[src/design/rio_pkg.sv]
/*
  shared constants for the remote i/o host controller: register map,
  field positions, reset values, image layout and timing figures.
  assumes a 25 mhz system clock and word-indexed register access.
*/
package rio_pkg;

  // clock and time base
  localparam int unsigned CLK_PERIOD_NS = 40;        // 25 mhz system clock
  localparam int unsigned MS_IN_NS      = 1000000;   // one millisecond
  localparam int unsigned CYC_PER_MS    = MS_IN_NS / CLK_PERIOD_NS;
  localparam int unsigned LINK_BAUD     = 125000;    // fixed network rate, no selection

  ////////////////////////////////////////////////////////////////////////////
  // register map (word index on the software port)
  localparam logic [2:0] REG_CTRL     = 3'h0;  // run, polarity, update method
  localparam logic [2:0] REG_NODE     = 3'h1;  // network identifier
  localparam logic [2:0] REG_OUTS     = 3'h2;  // output states
  localparam logic [2:0] REG_HOLD     = 3'h3;  // hold-on-stop mask
  localparam logic [2:0] REG_OVR      = 3'h4;  // override values
  localparam logic [2:0] REG_TIMEOUT  = 3'h5;  // comm timeout, ms
  localparam logic [2:0] REG_STATUS   = 3'h6;  // status word plus force-send
  localparam logic [2:0] REG_INPUTS   = 3'h7;  // produced data view

  // control register fields
  localparam int CTRL_RUN      = 0;
  localparam int CTRL_POL      = 1;
  localparam int CTRL_PERIODIC = 2;
  localparam int CTRL_IVL_LSB  = 8;   // interval in 100 ms units, 8 bits

  // status word bit positions
  localparam int ST_NORMAL  = 0;
  localparam int ST_OFFLINE = 1;
  localparam int ST_NO_CFG  = 2;
  localparam int ST_MISMATCH = 3;
  localparam int ST_FW_OLD  = 4;
  localparam int ST_LIFE    = 9;
  localparam int ST_PUP     = 10;
  localparam int ST_SEND    = 16;

  // reset values
  localparam logic [7:0]  RST_NODE    = 8'h01;
  localparam logic [15:0] RST_TIMEOUT = 16'h03e8;  // 1000 ms
  localparam logic [15:0] TIMEOUT_MIN = 16'h0190;  // 400 ms
  localparam logic [15:0] TIMEOUT_MAX = 16'h639c;  // 25500 ms
  localparam logic [7:0]  IVL_MIN     = 8'h01;     // 100 ms
  localparam logic [7:0]  NODE_MIN    = 8'h01;
  localparam logic [7:0]  NODE_MAX    = 8'hfd;

  ////////////////////////////////////////////////////////////////////////////
  // image layout, image bit n sits at vector index n-1
  localparam int CON_BITS     = 120;
  localparam int PRO_BITS     = 64;
  localparam int CON_OUT_LSB  = 0;    // bits 1-8
  localparam int CON_HOLD_LSB = 64;   // bits 65-72
  localparam int CON_POL      = 79;   // bit 80
  localparam int CON_OVR_LSB  = 96;   // bits 97-104
  localparam int PRO_IN_LSB   = 0;    // bits 1-8
  localparam int PRO_FLT_LO   = 8;    // bit 9
  localparam int PRO_FLT_HI   = 9;    // bit 10
  localparam int PRO_LIFE     = 32;   // status field, comm-loss seen
  localparam int PRO_RESET    = 33;   // status field, module was reset
  localparam int PRO_FW_LSB   = 48;   // bits 49-56
  localparam int PRO_CLS_LSB  = 56;   // bits 57-64

  // transmit sequencer states
  typedef enum logic {RIO_TX_IDLE, RIO_TX_BUSY} rio_tx_t;

endpackage

[src/design/rio_host.sv]
/*
  host controller for one networked remote i/o module with eight inputs and
  eight outputs. software drives it over a simple register port; it sends the
  consumed image to the module and watches the produced image coming back.
  assumes the link below it carries whole images with a valid/ready frame
  handshake and delivers every produced image it hears, tagged with the
  sender's identifier. one clock, synchronous active-low reset.
*/
// The register offsets and strobed register access were left to the implementer.
// Overview of operation
// - comm timeout 400 ms to 25.5 s, default 1000
// - comm-loss flag bit 9, cleared only by host
// - reset flag bit 10, cleared only by host
// - 16-bit status word, unused bits read zero
// - bit 1 set when module does not answer
// - bit 2 set while module awaits configuration
// - bit 3 set on wrong module type
// - bit 4 set on too-old firmware
// - force-send retransmits, then clears itself
// - configured identifier must match module switches
// - identifier valid from 01 to fd
// - link runs at fixed 125 kbaud
module rio_host
  import rio_pkg::*;
#(
  parameter int unsigned TICK_CYCLES  = rio_pkg::CYC_PER_MS,  // cycles per ms
  parameter logic [7:0]  EXPECT_CLASS = 8'h5a,  // arbitrary expected class code
  parameter logic [7:0]  MIN_FW       = 8'h01   // oldest firmware accepted
) (
  // clock and reset
  input  wire logic                      clk_sys,
  input  wire logic                      nrst,
  // software register port
  input  wire logic [2:0]                addr,
  input  wire logic [31:0]               wdata,
  input  wire logic                      wr,
  input  wire logic                      rd,
  output logic      [31:0]               rdata,
  // consumed image toward the module
  output logic                           tx_valid,
  input  wire logic                      tx_ready,
  output logic      [7:0]                tx_node_id,
  output logic      [rio_pkg::CON_BITS-1:0] tx_image,
  output logic                           tx_periodic,
  output logic      [7:0]                tx_interval,
  // produced image from the network
  input  wire logic                      rx_valid,
  input  wire logic [7:0]                rx_node_id,
  input  wire logic [rio_pkg::PRO_BITS-1:0] rx_image
);
  import rio_pkg::*;

  ////////////////////////////////////////////////////////////////////////////
  // helpers

  // identifier inside the usable range
  function automatic logic id_ok(input logic [7:0] id);
    return (id >= NODE_MIN) && (id <= NODE_MAX);
  endfunction

  // keep the timeout inside its legal window
  function automatic logic [15:0] clamp_to(input logic [15:0] v);
    if (v < TIMEOUT_MIN) return TIMEOUT_MIN;
    if (v > TIMEOUT_MAX) return TIMEOUT_MAX;
    return v;
  endfunction

  ////////////////////////////////////////////////////////////////////////////
  // state

  typedef struct packed {
    rio_tx_t                txs;         // transmit sequencer
    logic                   run;         // host running, frames flow
    logic                   pol_neg;     // negative-logic inputs
    logic                   periodic;    // module reports periodically
    logic [7:0]             interval;    // report interval, 100 ms units
    logic [7:0]             node_id;     // module identifier
    logic [7:0]             outs;        // requested output states
    logic [7:0]             hold;        // hold-on-stop mask
    logic [7:0]             ovr;         // override values
    logic [15:0]            timeout;     // comm timeout, ms
    logic                   life_err;    // sticky comm-loss flag
    logic                   pup_err;     // sticky module-reset flag
    logic                   send_now;    // force-send request
    logic                   sn_frame;    // frame in flight serves force-send
    logic                   offline;     // no answer within timeout
    logic                   configured;  // config delivered since module reset
    logic                   seen;        // module answered at least once
    logic                   dirty;       // settings changed, resend
    logic [7:0]             ins;         // input states as reported
    logic                   flt_lo;      // fault, channels 1-4
    logic                   flt_hi;      // fault, channels 5-8
    logic [7:0]             fw;          // reported firmware version
    logic [7:0]             cls;         // reported device class
    logic [15:0]            rx_ms;       // ms since last answer
    logic [15:0]            ref_ms;      // ms since last frame sent
    logic [CON_BITS-1:0]    img;         // frame being offered
    logic [31:0]            rdata;       // read data, one cycle
  } rio_st_t;

  rio_st_t st;
  rio_st_t next_st;

  logic        tick;         // one-ms pulse
  logic [15:0] status_word;  // derived status bits 0-15
  logic        mine;         // frame from our module
  logic        start;        // launch a frame this cycle

  rio_tick #(
    .CYCLES (TICK_CYCLES)
  ) u_tick (
    .clk_sys (clk_sys),
    .nrst    (nrst),
    .tick    (tick)
  );

  ////////////////////////////////////////////////////////////////////////////
  // status word, unused bits stay zero
  always_comb begin
    status_word              = 16'h0000;
    status_word[ST_OFFLINE]  = st.offline;
    status_word[ST_NO_CFG]   = !st.configured;
    status_word[ST_MISMATCH] = st.seen && (st.cls != EXPECT_CLASS);
    status_word[ST_FW_OLD]   = st.seen && (st.fw < MIN_FW);
    status_word[ST_LIFE]     = st.life_err;
    status_word[ST_PUP]      = st.pup_err;
    status_word[ST_NORMAL]   = st.seen && !st.offline && st.configured &&
                               !status_word[ST_MISMATCH] && !status_word[ST_FW_OLD];
  end

  // a produced frame counts only when it carries our identifier; other
  // modules' broadcasts share the wire and are dropped here
  assign mine = rx_valid && (rx_node_id == st.node_id) && id_ok(st.node_id);

  // launch when running at a legal identifier and something needs sending;
  // the refresh at half the timeout keeps the module from falling back
  assign start = (st.txs == RIO_TX_IDLE) && st.run && id_ok(st.node_id) &&
                 (st.dirty || st.send_now || !st.configured ||
                  (st.ref_ms >= {1'b0, st.timeout[15:1]}));

  ////////////////////////////////////////////////////////////////////////////
  // next-state logic
  always_comb begin
    next_st       = st;
    next_st.rdata = 32'h0;

    // ms counters, saturating
    if (tick) begin
      if (st.rx_ms != 16'hffff) next_st.rx_ms = st.rx_ms + 16'h1;
      if (st.ref_ms != 16'hffff) next_st.ref_ms = st.ref_ms + 16'h1;
    end
    // no answer for the timeout: module is offline
    if (st.rx_ms >= st.timeout) next_st.offline = 1'b1;

    // produced frame from our module
    if (mine) begin
      next_st.ins     = rx_image[PRO_IN_LSB +: 8];
      next_st.flt_lo  = rx_image[PRO_FLT_LO];
      next_st.flt_hi  = rx_image[PRO_FLT_HI];
      next_st.fw      = rx_image[PRO_FW_LSB +: 8];
      next_st.cls     = rx_image[PRO_CLS_LSB +: 8];
      next_st.seen    = 1'b1;
      next_st.offline = 1'b0;
      next_st.rx_ms   = 16'h0;
      if (rx_image[PRO_LIFE]) next_st.life_err = 1'b1;
      if (rx_image[PRO_RESET]) begin
        next_st.pup_err    = 1'b1;
        next_st.configured = 1'b0;  // module lost its setup, resend
      end
    end

    // transmit sequencer
    unique case (st.txs)
      RIO_TX_IDLE: begin
        if (start) begin
          // reserved positions go out as zero
          next_st.img                      = '0;
          next_st.img[CON_OUT_LSB +: 8]    = st.outs;
          next_st.img[CON_HOLD_LSB +: 8]   = st.hold;
          next_st.img[CON_POL]             = st.pol_neg;
          next_st.img[CON_OVR_LSB +: 8]    = st.ovr;
          next_st.sn_frame                 = st.send_now;
          next_st.dirty                    = 1'b0;
          next_st.ref_ms                   = 16'h0;
          next_st.txs                      = RIO_TX_BUSY;
        end
      end
      RIO_TX_BUSY: begin
        if (tx_ready) begin
          next_st.txs = RIO_TX_IDLE;
          // a reset report in this cycle wins over the delivery
          if (!(mine && rx_image[PRO_RESET])) next_st.configured = 1'b1;
          if (st.sn_frame) next_st.send_now = 1'b0;
          next_st.sn_frame = 1'b0;
        end
      end
    endcase

    // software writes; placed last so they win, but a fresh report beats a flag clear
    if (wr) begin
      unique case (addr)
        REG_CTRL: begin
          next_st.run      = wdata[CTRL_RUN];
          next_st.pol_neg  = wdata[CTRL_POL];
          next_st.periodic = wdata[CTRL_PERIODIC];
          // interval floor of one unit keeps 100 ms minimum
          next_st.interval = (wdata[CTRL_IVL_LSB +: 8] < IVL_MIN) ?
                             IVL_MIN : wdata[CTRL_IVL_LSB +: 8];
          next_st.dirty    = 1'b1;
        end
        REG_NODE: begin
          next_st.node_id    = wdata[7:0];
          next_st.seen       = 1'b0;
          next_st.configured = 1'b0;
        end
        REG_OUTS: begin
          next_st.outs  = wdata[7:0];
          next_st.dirty = 1'b1;
        end
        REG_HOLD: begin
          next_st.hold  = wdata[7:0];
          next_st.dirty = 1'b1;
        end
        REG_OVR: begin
          next_st.ovr   = wdata[7:0];
          next_st.dirty = 1'b1;
        end
        REG_TIMEOUT: begin
          next_st.timeout = clamp_to(wdata[15:0]);
        end
        REG_STATUS: begin
          // write one clears the sticky flags, a fresh report still wins
          if (wdata[ST_LIFE] && !(mine && rx_image[PRO_LIFE]))
            next_st.life_err = 1'b0;
          if (wdata[ST_PUP] && !(mine && rx_image[PRO_RESET]))
            next_st.pup_err = 1'b0;
          if (wdata[ST_SEND]) next_st.send_now = 1'b1;
        end
        REG_INPUTS: begin
          // read-only view
        end
      endcase
    end

    // software reads, data in the following cycle only
    if (rd) begin
      unique case (addr)
        REG_CTRL:    next_st.rdata = {16'h0, st.interval, 5'h0,
                                      st.periodic, st.pol_neg, st.run};
        REG_NODE:    next_st.rdata = {24'h0, st.node_id};
        REG_OUTS:    next_st.rdata = {24'h0, st.outs};
        REG_HOLD:    next_st.rdata = {24'h0, st.hold};
        REG_OVR:     next_st.rdata = {24'h0, st.ovr};
        REG_TIMEOUT: next_st.rdata = {16'h0, st.timeout};
        REG_STATUS:  next_st.rdata = {15'h0, st.send_now, status_word};
        REG_INPUTS:  next_st.rdata = {st.cls, st.fw, 6'h0,
                                      st.flt_hi, st.flt_lo, st.ins};
      endcase
    end
  end

  ////////////////////////////////////////////////////////////////////////////
  // state register
  always_ff @(posedge clk_sys) begin
    if (!nrst) begin
      st          <= '0;
      st.txs      <= RIO_TX_IDLE;
      st.node_id  <= RST_NODE;
      st.timeout  <= RST_TIMEOUT;
      st.interval <= IVL_MIN;
      st.offline  <= 1'b0;
    end else begin
      st <= next_st;
    end
  end

  ////////////////////////////////////////////////////////////////////////////
  // outputs; the link is assumed to run at LINK_BAUD
  assign rdata       = st.rdata;
  assign tx_valid    = (st.txs == RIO_TX_BUSY);
  assign tx_image    = st.img;
  assign tx_node_id  = st.node_id;
  assign tx_periodic = st.periodic;
  assign tx_interval = st.interval;

endmodule

[src/design/rio_tick.sv]
/*
  millisecond tick generator for the remote i/o host controller.
  assumes one system clock and a synchronous active-low reset.
*/
module rio_tick #(
  parameter int unsigned CYCLES = rio_pkg::CYC_PER_MS  // cycles per tick
) (
  // clock and reset
  input  wire logic clk_sys,
  input  wire logic nrst,
  // tick out
  output logic      tick
);
  import rio_pkg::*;

  typedef struct packed {
    logic [31:0] cnt;   // cycles into the current tick
    logic        tick;  // one-cycle pulse
  } rio_tick_st_t;

  rio_tick_st_t st;
  rio_tick_st_t next_st;

  // free-running divider
  always_comb begin
    next_st      = st;
    next_st.tick = 1'b0;
    if (st.cnt == 32'(CYCLES - 1)) begin
      next_st.cnt  = 32'h0;
      next_st.tick = 1'b1;
    end else begin
      next_st.cnt = st.cnt + 32'h1;
    end
  end

  always_ff @(posedge clk_sys) begin
    if (!nrst) begin
      st <= '0;
    end else begin
      st <= next_st;
    end
  end

  assign tick = st.tick;

endmodule

[config.mk]
export PLATFORM = sky130hd
export DESIGN_NAME = rio_host
export DESIGN_NICKNAME = d
export VERILOG_FILES = /design/src/design/rio_pkg.sv /design/src/design/rio_host.sv /design/src/design/rio_tick.sv
export SDC_FILE = /design/constraint.sdc
export NUM_CORES = 1
export LEC_CHECK = 0
export ABC_AREA = 1
export BUFFER_PORTS_ARGS = -buffer_cell sky130_fd_sc_hd__buf_2
export CORE_ASPECT_RATIO = 0.8
export CORE_MARGIN = 4
export CORE_UTILIZATION = 40
export DETAILED_ROUTE_END_ITERATION = 8
export HOLD_SLACK_MARGIN = 0.05
export PLACE_DENSITY = 0.71
export SYNTH_ARGS = -nofsm -noshare
export SYNTH_HDL_FRONTEND = slang
export SYNTH_SLANG_ARGS = --single-unit
[constraint.sdc]
create_clock -name clk_sys -period 1.9 [get_ports clk_sys]
set_input_delay 0.095 -clock clk_sys [delete_from_list [all_inputs] [get_ports clk_sys]]
set_output_delay 0.095 -clock clk_sys [all_outputs]
set_load 0.02 [all_outputs]
==> results.py, run 1 <==
metrics = {
    "status": {
        "status": "finished clean",
    },
    "floorplan": {
        "rows": 55,
        "die-area_um2": 32000,
        "die_x_um": 199,
        "core_um2": 28500,
        "start_util_pct": 40.9,
        "io_pins": 283,
        "die-height_um": 161,
    },
    "yosys": {
        "ys_seq_elements": 216,
        "yosysUniqueCellTypes": 49,
        "synth_flop_cell": "dfxtp_1",
        "synthesis.area_um2": 11700,
        "synth.top_cell.area_share_pct": 37.1,
        "synthTopCellsByArea": "dfxtp_1 (37%), buf_4 (11%), nand2_1 (9.7%), a21oi_1 (6.4%), nor2_1 (6.2%)",
        "synth_edf_count": 0,
        "synth_warnings": 0,
        "syn_area_per_cell_um2": 7.07,
        "synth-seq-area-share_pct": 37.1,
        "yosys.area.top_type": "dfxtp_1",
        "async_flop_share_pct": 0,
        "postSynthCellCount": 1648,
    },
    "grt": {
        "grt_usage_pct": 19.6,
        "antenna_found_initial": 0,
        "grt_pass1_vias": 10200,
        "grt_pass1_wl_um": 51600,
        "grt_start_max_net_pins": 87,
        "overflow": 0,
    },
    "worst_setup_path": {
        "worstSetupStartpointType": "flop",
        "crit_path_end_kind": "flop",
        "reg2reg_depth": 11,
        "path_max_fanout": 7,
        "crit_type": "flop to flop",
        "cp.arrival_ps": 2240,
        "required_ps": 2300,
    },
    "worst_hold_path": {
        "hold-path-cell-count": 6,
        "hold_path_class": "input port to flop",
    },
    "place": {
        "hpwl_um": 24500,
        "placedCellCount": 2087,
        "io_buffers": 136,
        "globalplace.congestion": 0.893,
    },
    "cells_and_area": {
        "syn_to_final_growth_pct": 18.1,
        "drive_gt1_share_pct": 17.5,
        "mostFrequentLayoutCells": "nand2_1 (295), dfxtp_1 (207), nor2_1 (188), inv_1 (172), a21oi_1 (144)",
        "fin_nets": 1944,
        "multi_input_area_um2": 5710,
        "final_common_cell": "nand2_1",
        "ff_latch_area_um2": 4340,
        "layoutNonFillerInstCount": 2181,
        "fillers": 2803,
    },
    "sta": {
        "clock_skew_ps": 10.9,
        "timing.fmax_mhz": 544,
        "slew-limit-headroom_pct": 60.2,
        "hold_viol_final": 0,
        "slew_violations": 0,
        "min_period_ps": 1840,
        "post-route-period-util_pct": 96.7,
        "setup_viol": 0,
        "worst_pin_slew_ps": 594,
    },
    "clock_network": {
        "insertion_delay_ps": 510,
        "post_cts_buffers": 0,
        "cts.sinks": 216,
        "clk_path_buf_depth": 3,
        "ctsRootBufferMaster": "clkbuf_16",
        "cts_tree": "yes",
        "cts_max_level": 1,
        "cts.clk_slew.worst_paths_ps": 70,
        "cts_inserted_buffers": 22,
    },
    "power_and_ir_drop": {
        "fin_total_pwr_uw": 10100,
        "p_leak_uw": 0.00608,
        "ir_worst_vdd_v": 0.000560,
        "power_density_nw_per_um2": 730,
    },
    "detailed_routing": {
        "drt_iter0_markers": 1047,
        "first_pass_iters": 6,
        "vias": 11000,
        "postRouteAntennaNets": 0,
        "wl_per_cell_um": 15.6,
        "drt_wl_total_um": 34000,
        "drc": 0,
        "routed_via_density": 5.04,
    },
    "run": {
        "cap_violations": 0,
    },
}
## power by group
part / switching (µW) / internal, µW / leakage (µW) / total [µW]
registers: 49.7 / 4610 / 0.00175 / 4650
clock network: 1900 / 2510 / 0.000347 / 4410
logic: 676 / 314 / 0.00398 / 989
total: 2620 / 7430 / 0.00608 / 10100
## path summary, 6_finish.rpt
check | startpoint | to | slack [ps]
setup / recovery | st[223] | tx_image[68] | 60
hold / removal | addr[0] | st[210] | 90
setup reg to reg | st[223] | tx_image[68] | 60
hold reg to reg | u_tick.st[1] | u_tick.st[1] | 460
## layout make-up
cell class	instances	share of cell area, %
clock buffers	28	4.61
inverters	184	5.02
clock inverters	9	0.718
repair buffers	249	13.3
flip-flops and latches	216	31.5
diodes	1	0.0182
multi-input cells	1124	41.4
well taps	370	3.36
## per-layer routing
metal  track usage, %  vias to the layer above  wire length [µm]
li1                 -                     5359                 -
met5                0                        -                 0
met2             30.5                      486             14900
met4             4.82                        0               917
met1             27.6                     5082             14700
met3             4.51                       73              3450
## Yosys cell counts, types with 3 or more instances
master    instances
buf_1             5
clkbuf_1         13
xor2_1           20
nor2_2            9
o22ai_1          14
nand4_1          25
inv_2             8
nor4_1            4
buf_4           173
o21ai_0          79
or2_2             4
dfxtp_1         216
buf_2            27
nor3_1           44
a31oi_1           4
a22oi_1           3
a21oi_1         150
nand2_4           3
ha_1             34
nand3_1          87
o21ai_1           5
nand2_1         301
xnor2_1           8
nor3b_1           4
nand2_2           8
nor2_1          192
inv_1           174
nor2_4            5
## state kept, by name, indices dropped and copies added (netlist names), 8 cells and up
name,cells
tx_image,25
rdata,32
u_tick.st,32
tx_interval,8
st,108
tx_node_id,8
## worst max-delay path: stages, from the launching register on
cell,delay [ps]
dfxtp_2,330
inv_1,60
ha_1,280
nand2_1,80
nor2_2,50
a21oi_2,190
nand3_4,90
nand2_4,100
nand2_8,110
clkbuf_16,190
a21oi_2,150
nor2_1,80
## metrics by stage
| step | hold slack [ps] | setup WS (ps) | util (%) | TNS (ps) | cell area, µm² |
|---|---|---|---|---|---|
| floorplan | 225 | 248 | - | 0 | 12000 |
| global placement | 318 | 73.4 | 42.7 | 0 | 12200 |
| detailed placement | 329 | 5.20 | 42.7 | 0 | 12200 |
| CTS | 80.9 | 17.6 | 47.2 | 0 | 13400 |
| global route | 132 | -33.1 | 48.3 | -71.4 | 13800 |
| finish | 90.2 | 63.1 | 48.3 | 0 | 13800 |
## logic make-up (layout without fill, tap and decap cells)
kind of cell / after synthesis / in the layout / synth area share (%)
compound gates: 272 / 272 / 12.4
xor+xnor: 28 / 28 / 2.10
fa+ha+maj: 34 / 34 / 3.65
buf+inv: 402 / 470 / 18.8
flops: 216 / 216 / 37.1
other cells: 1 / 96 / 0.0322
simple gates: 695 / 695 / 25.9
## what timing repair did
| action | 4_1_cts | 5_1_grt |
|---|---|---|
| pin swaps | 0 | 10 |
| endpoints found under the hold margin | 90 | 0 |
| resized for setup | 3 | 46 |
| endpoints found under the setup margin | 6 | 87 |
| gates cloned | 1 | 5 |
| hold buffers | 50 | 0 |
(Power assumes the default switching activity.)
==> run 2: changes to the inputs <==
--- a/config.mk
+++ b/config.mk
@@ -6,11 +6,12 @@
 export NUM_CORES = 1
 export LEC_CHECK = 0
 export ABC_AREA = 1
-export BUFFER_PORTS_ARGS = -buffer_cell sky130_fd_sc_hd__buf_2
+export BUFFER_PORTS_ARGS = -buffer_cell sky130_fd_sc_hd__buf_4
 export CORE_ASPECT_RATIO = 0.8
 export CORE_MARGIN = 4
 export CORE_UTILIZATION = 40
 export DETAILED_ROUTE_END_ITERATION = 8
+export GPL_ROUTABILITY_DRIVEN = 0
 export HOLD_SLACK_MARGIN = 0.05
 export PLACE_DENSITY = 0.71
 export SYNTH_ARGS = -nofsm -noshare
==> constraint.sdc (replaced) <==
create_clock -name clk_sys -period 1.7 [get_ports clk_sys]
set_input_delay 0.085 -clock clk_sys [delete_from_list [all_inputs] [get_ports clk_sys]]
set_output_delay 0.085 -clock clk_sys [all_outputs]
set_load 0.02 [all_outputs]
==> run 2 against run 1 <==
  * The run now ends with setup timing left
  * Sequential cell count is the same
  * Via count increased by 2.3%
  * Critical path depth increased by 1
  * Sequential share of layout area down 2.3 points
  * Hold slack worse by 17 ps
  * First-iteration DRC count up 3.4%
  * Setup slack got worse by 200 ps
  * Routed wire length up 4.0%
  * Sequential power rose by 12%
  * Cell area rose by 8.4%
  * Count of clock-buffer cells in the layout is 1 higher
  * Global-route usage rose by 1.0 points
  * Largest cell class unchanged
  * Largest power group is now the clock network
==> results.py, run 2 (synthesized netlist as in run 1, its figures left out) <==
metrics = {
    "status": {
        "status": "complete, but fails checks",
        "violations": "setup timing",
    },
    "sta": {
        "setup_viol": 44,
        "finalSetupTns_ps": -4860,
        "worst_pin_slew_ps": 610,
        "slew_violations": 0,
        "post-route-period-util_pct": 108,
        "rsz0062_at_grt": "yes",
        "worst_slack_ps": -138,
        "clock_skew_ps": 17.7,
        "min_period_ps": 1840,
        "timing.fmax_mhz": 544,
        "slew-limit-headroom_pct": 59.0,
        "hold_viol_final": 0,
    },
    "worst_setup_path": {
        "worstSetupStartpointType": "flop",
        "crit_type": "flop to flop",
        "slowest_stage": "dfxtp_2",
        "worstPathCellList": "inv_2, ha_4, a21oi_2, nor2_2, o21bai_4, nand2_2, inv_2, nand2_8, buf_12, buf_16, a21oi_4, nor2_2",
        "cp_top_family": "compound AO/OA/AOI/OAI gates",
        "critPathMaxStageDelay_ps": 330,
        "crit_path_end_kind": "flop",
        "cp.arrival_ps": 2240,
        "required_ps": 2100,
        "crit_buf_inv": 4,
        "path_max_fanout": 6,
    },
    "power_and_ir_drop": {
        "pwr-share-comb_pct": 10.8,
        "power_switching_share_pct": 25.1,
        "internal-power_uw": 8790,
        "power_density_nw_per_um2": 787,
        "p_leak_uw": 0.00640,
        "power.share.sequential_pct": 44.4,
        "p_switching_uw": 2950,
        "ir_worst_vdd_v": 0.000647,
        "power_frac_clock_pct": 44.8,
    },
    "cells_and_area": {
        "syn_to_final_growth_pct": 28.0,
        "layoutNonFillerInstCount": 2227,
        "fin_nets": 1987,
        "multi_input_area_um2": 6090,
        "drive_gt1_share_pct": 24.1,
        "fillers": 2621,
        "largest_reg_flops": 108,
        "ff_latch_area_um2": 4350,
        "top_register": "st",
        "mostFrequentLayoutCells": "nand2_1 (285), buf_4 (221), dfxtp_1 (193), nor2_1 (175), inv_1 (161)",
        "final_common_cell": "nand2_1",
        "final_core_util_pct": 52.4,
    },
    "clock_network": {
        "clk_path_buf_depth": 3,
        "insertion_delay_ps": 510,
        "cts.sinks": 216,
        "cts_inserted_buffers": 22,
        "cts_max_level": 1,
        "cts.clk_slew.worst_paths_ps": 60,
        "ctsRootBufferMaster": "clkbuf_16",
        "cts_tree": "yes",
    },
    "grt": {
        "grt_start_max_net_pins": 70,
        "overflow": 0,
        "grt_usage_pct": 20.6,
        "grt_pass1_vias": 10500,
        "antenna_found_initial": 0,
        "grt_pass1_wl_um": 54200,
    },
    "run": {
        "cap_violations": 0,
    },
    "floorplan": {
        "die_x_um": 199,
        "die-height_um": 161,
        "die-area_um2": 32000,
        "start_util_pct": 40.9,
        "rows": 55,
        "io_pins": 283,
        "core_um2": 28500,
    },
    "detailed_routing": {
        "first_pass_iters": 6,
        "drc": 0,
        "wl_per_cell_um": 15.9,
        "postRouteAntennaNets": 0,
        "drt_wl_total_um": 35300,
        "drt_iter0_markers": 1083,
        "vias": 11300,
        "routed_via_density": 5.05,
    },
    "place": {
        "io_buffers": 136,
        "dp_slack_ps": -158,
        "hpwl_um": 25100,
        "placedCellCount": 2123,
    },
    "worst_hold_path": {
        "hold_path_class": "input port to flop",
    },
}
==> run 2: layout make-up <==
cell class                      instances  area share [%]
Timing Repair Buffer                  292            17.0
Tap cell                              370            3.10
Clock buffer                           29            4.14
Sequential cell                       216            29.2
Clock inverter                         11            1.08
Multi-Input combinational cell       1124            40.8
Inverter                              184            4.64
Antenna cell                            1          0.0168
==> run 2: per-layer routing <==
metal / global-route usage, % / share of wire, %
met4: 4.57 / 2.4
met2: 31.5 / 44
met1: 29.4 / 43
met3: 5.39 / 10
met5: 0 / 0
==> run 2: what timing repair did <==
item,CTS,global route
setup buffers,6,2
gates resized for setup,74,101
setup endpoints to repair,44,126
cloned,5,1
hold buffers,51,0
hold endpoints to repair,93,0
pin swaps,17,24
==> run 2: worst min-delay path, stage by stage <==
cell and delay, ps:
buf_4 120, nand2_1 220, a21oi_1 100
==> run 2: through the flow <==
stage / hold slack, ps / power [µW] / cell area (µm²)
after CTS: 56.0 / 11700 / 14600
after detailed placement: 317 / 6350 / 12800
after floorplan: 215 / 6140 / 12000
final: 72.9 / 11700 / 14900
after global routing: 66.7 / 12100 / 14900
after global placement: 310 / 6340 / 12800
==> run 2: path summary, 6_finish.rpt <==
path,start,endpoint,slack (ps),cells past startpoint
min,rd,rdata[12],70,3
max,st[228],tx_image[101],-140,12
min reg2reg,u_tick.st[1],u_tick.st[1],450,1
max reg2reg,st[228],tx_image[101],-140,12
==> run 2: power groups by stage <==
stage	Sequential [µW]	Combinational (µW)	Clock [µW]
floorplan	5300	846	0
global placement	5310	1030	0
detailed placement	5310	1040	0
CTS	5210	1190	5330
global route	5220	1360	5550
finish	5220	1270	5260
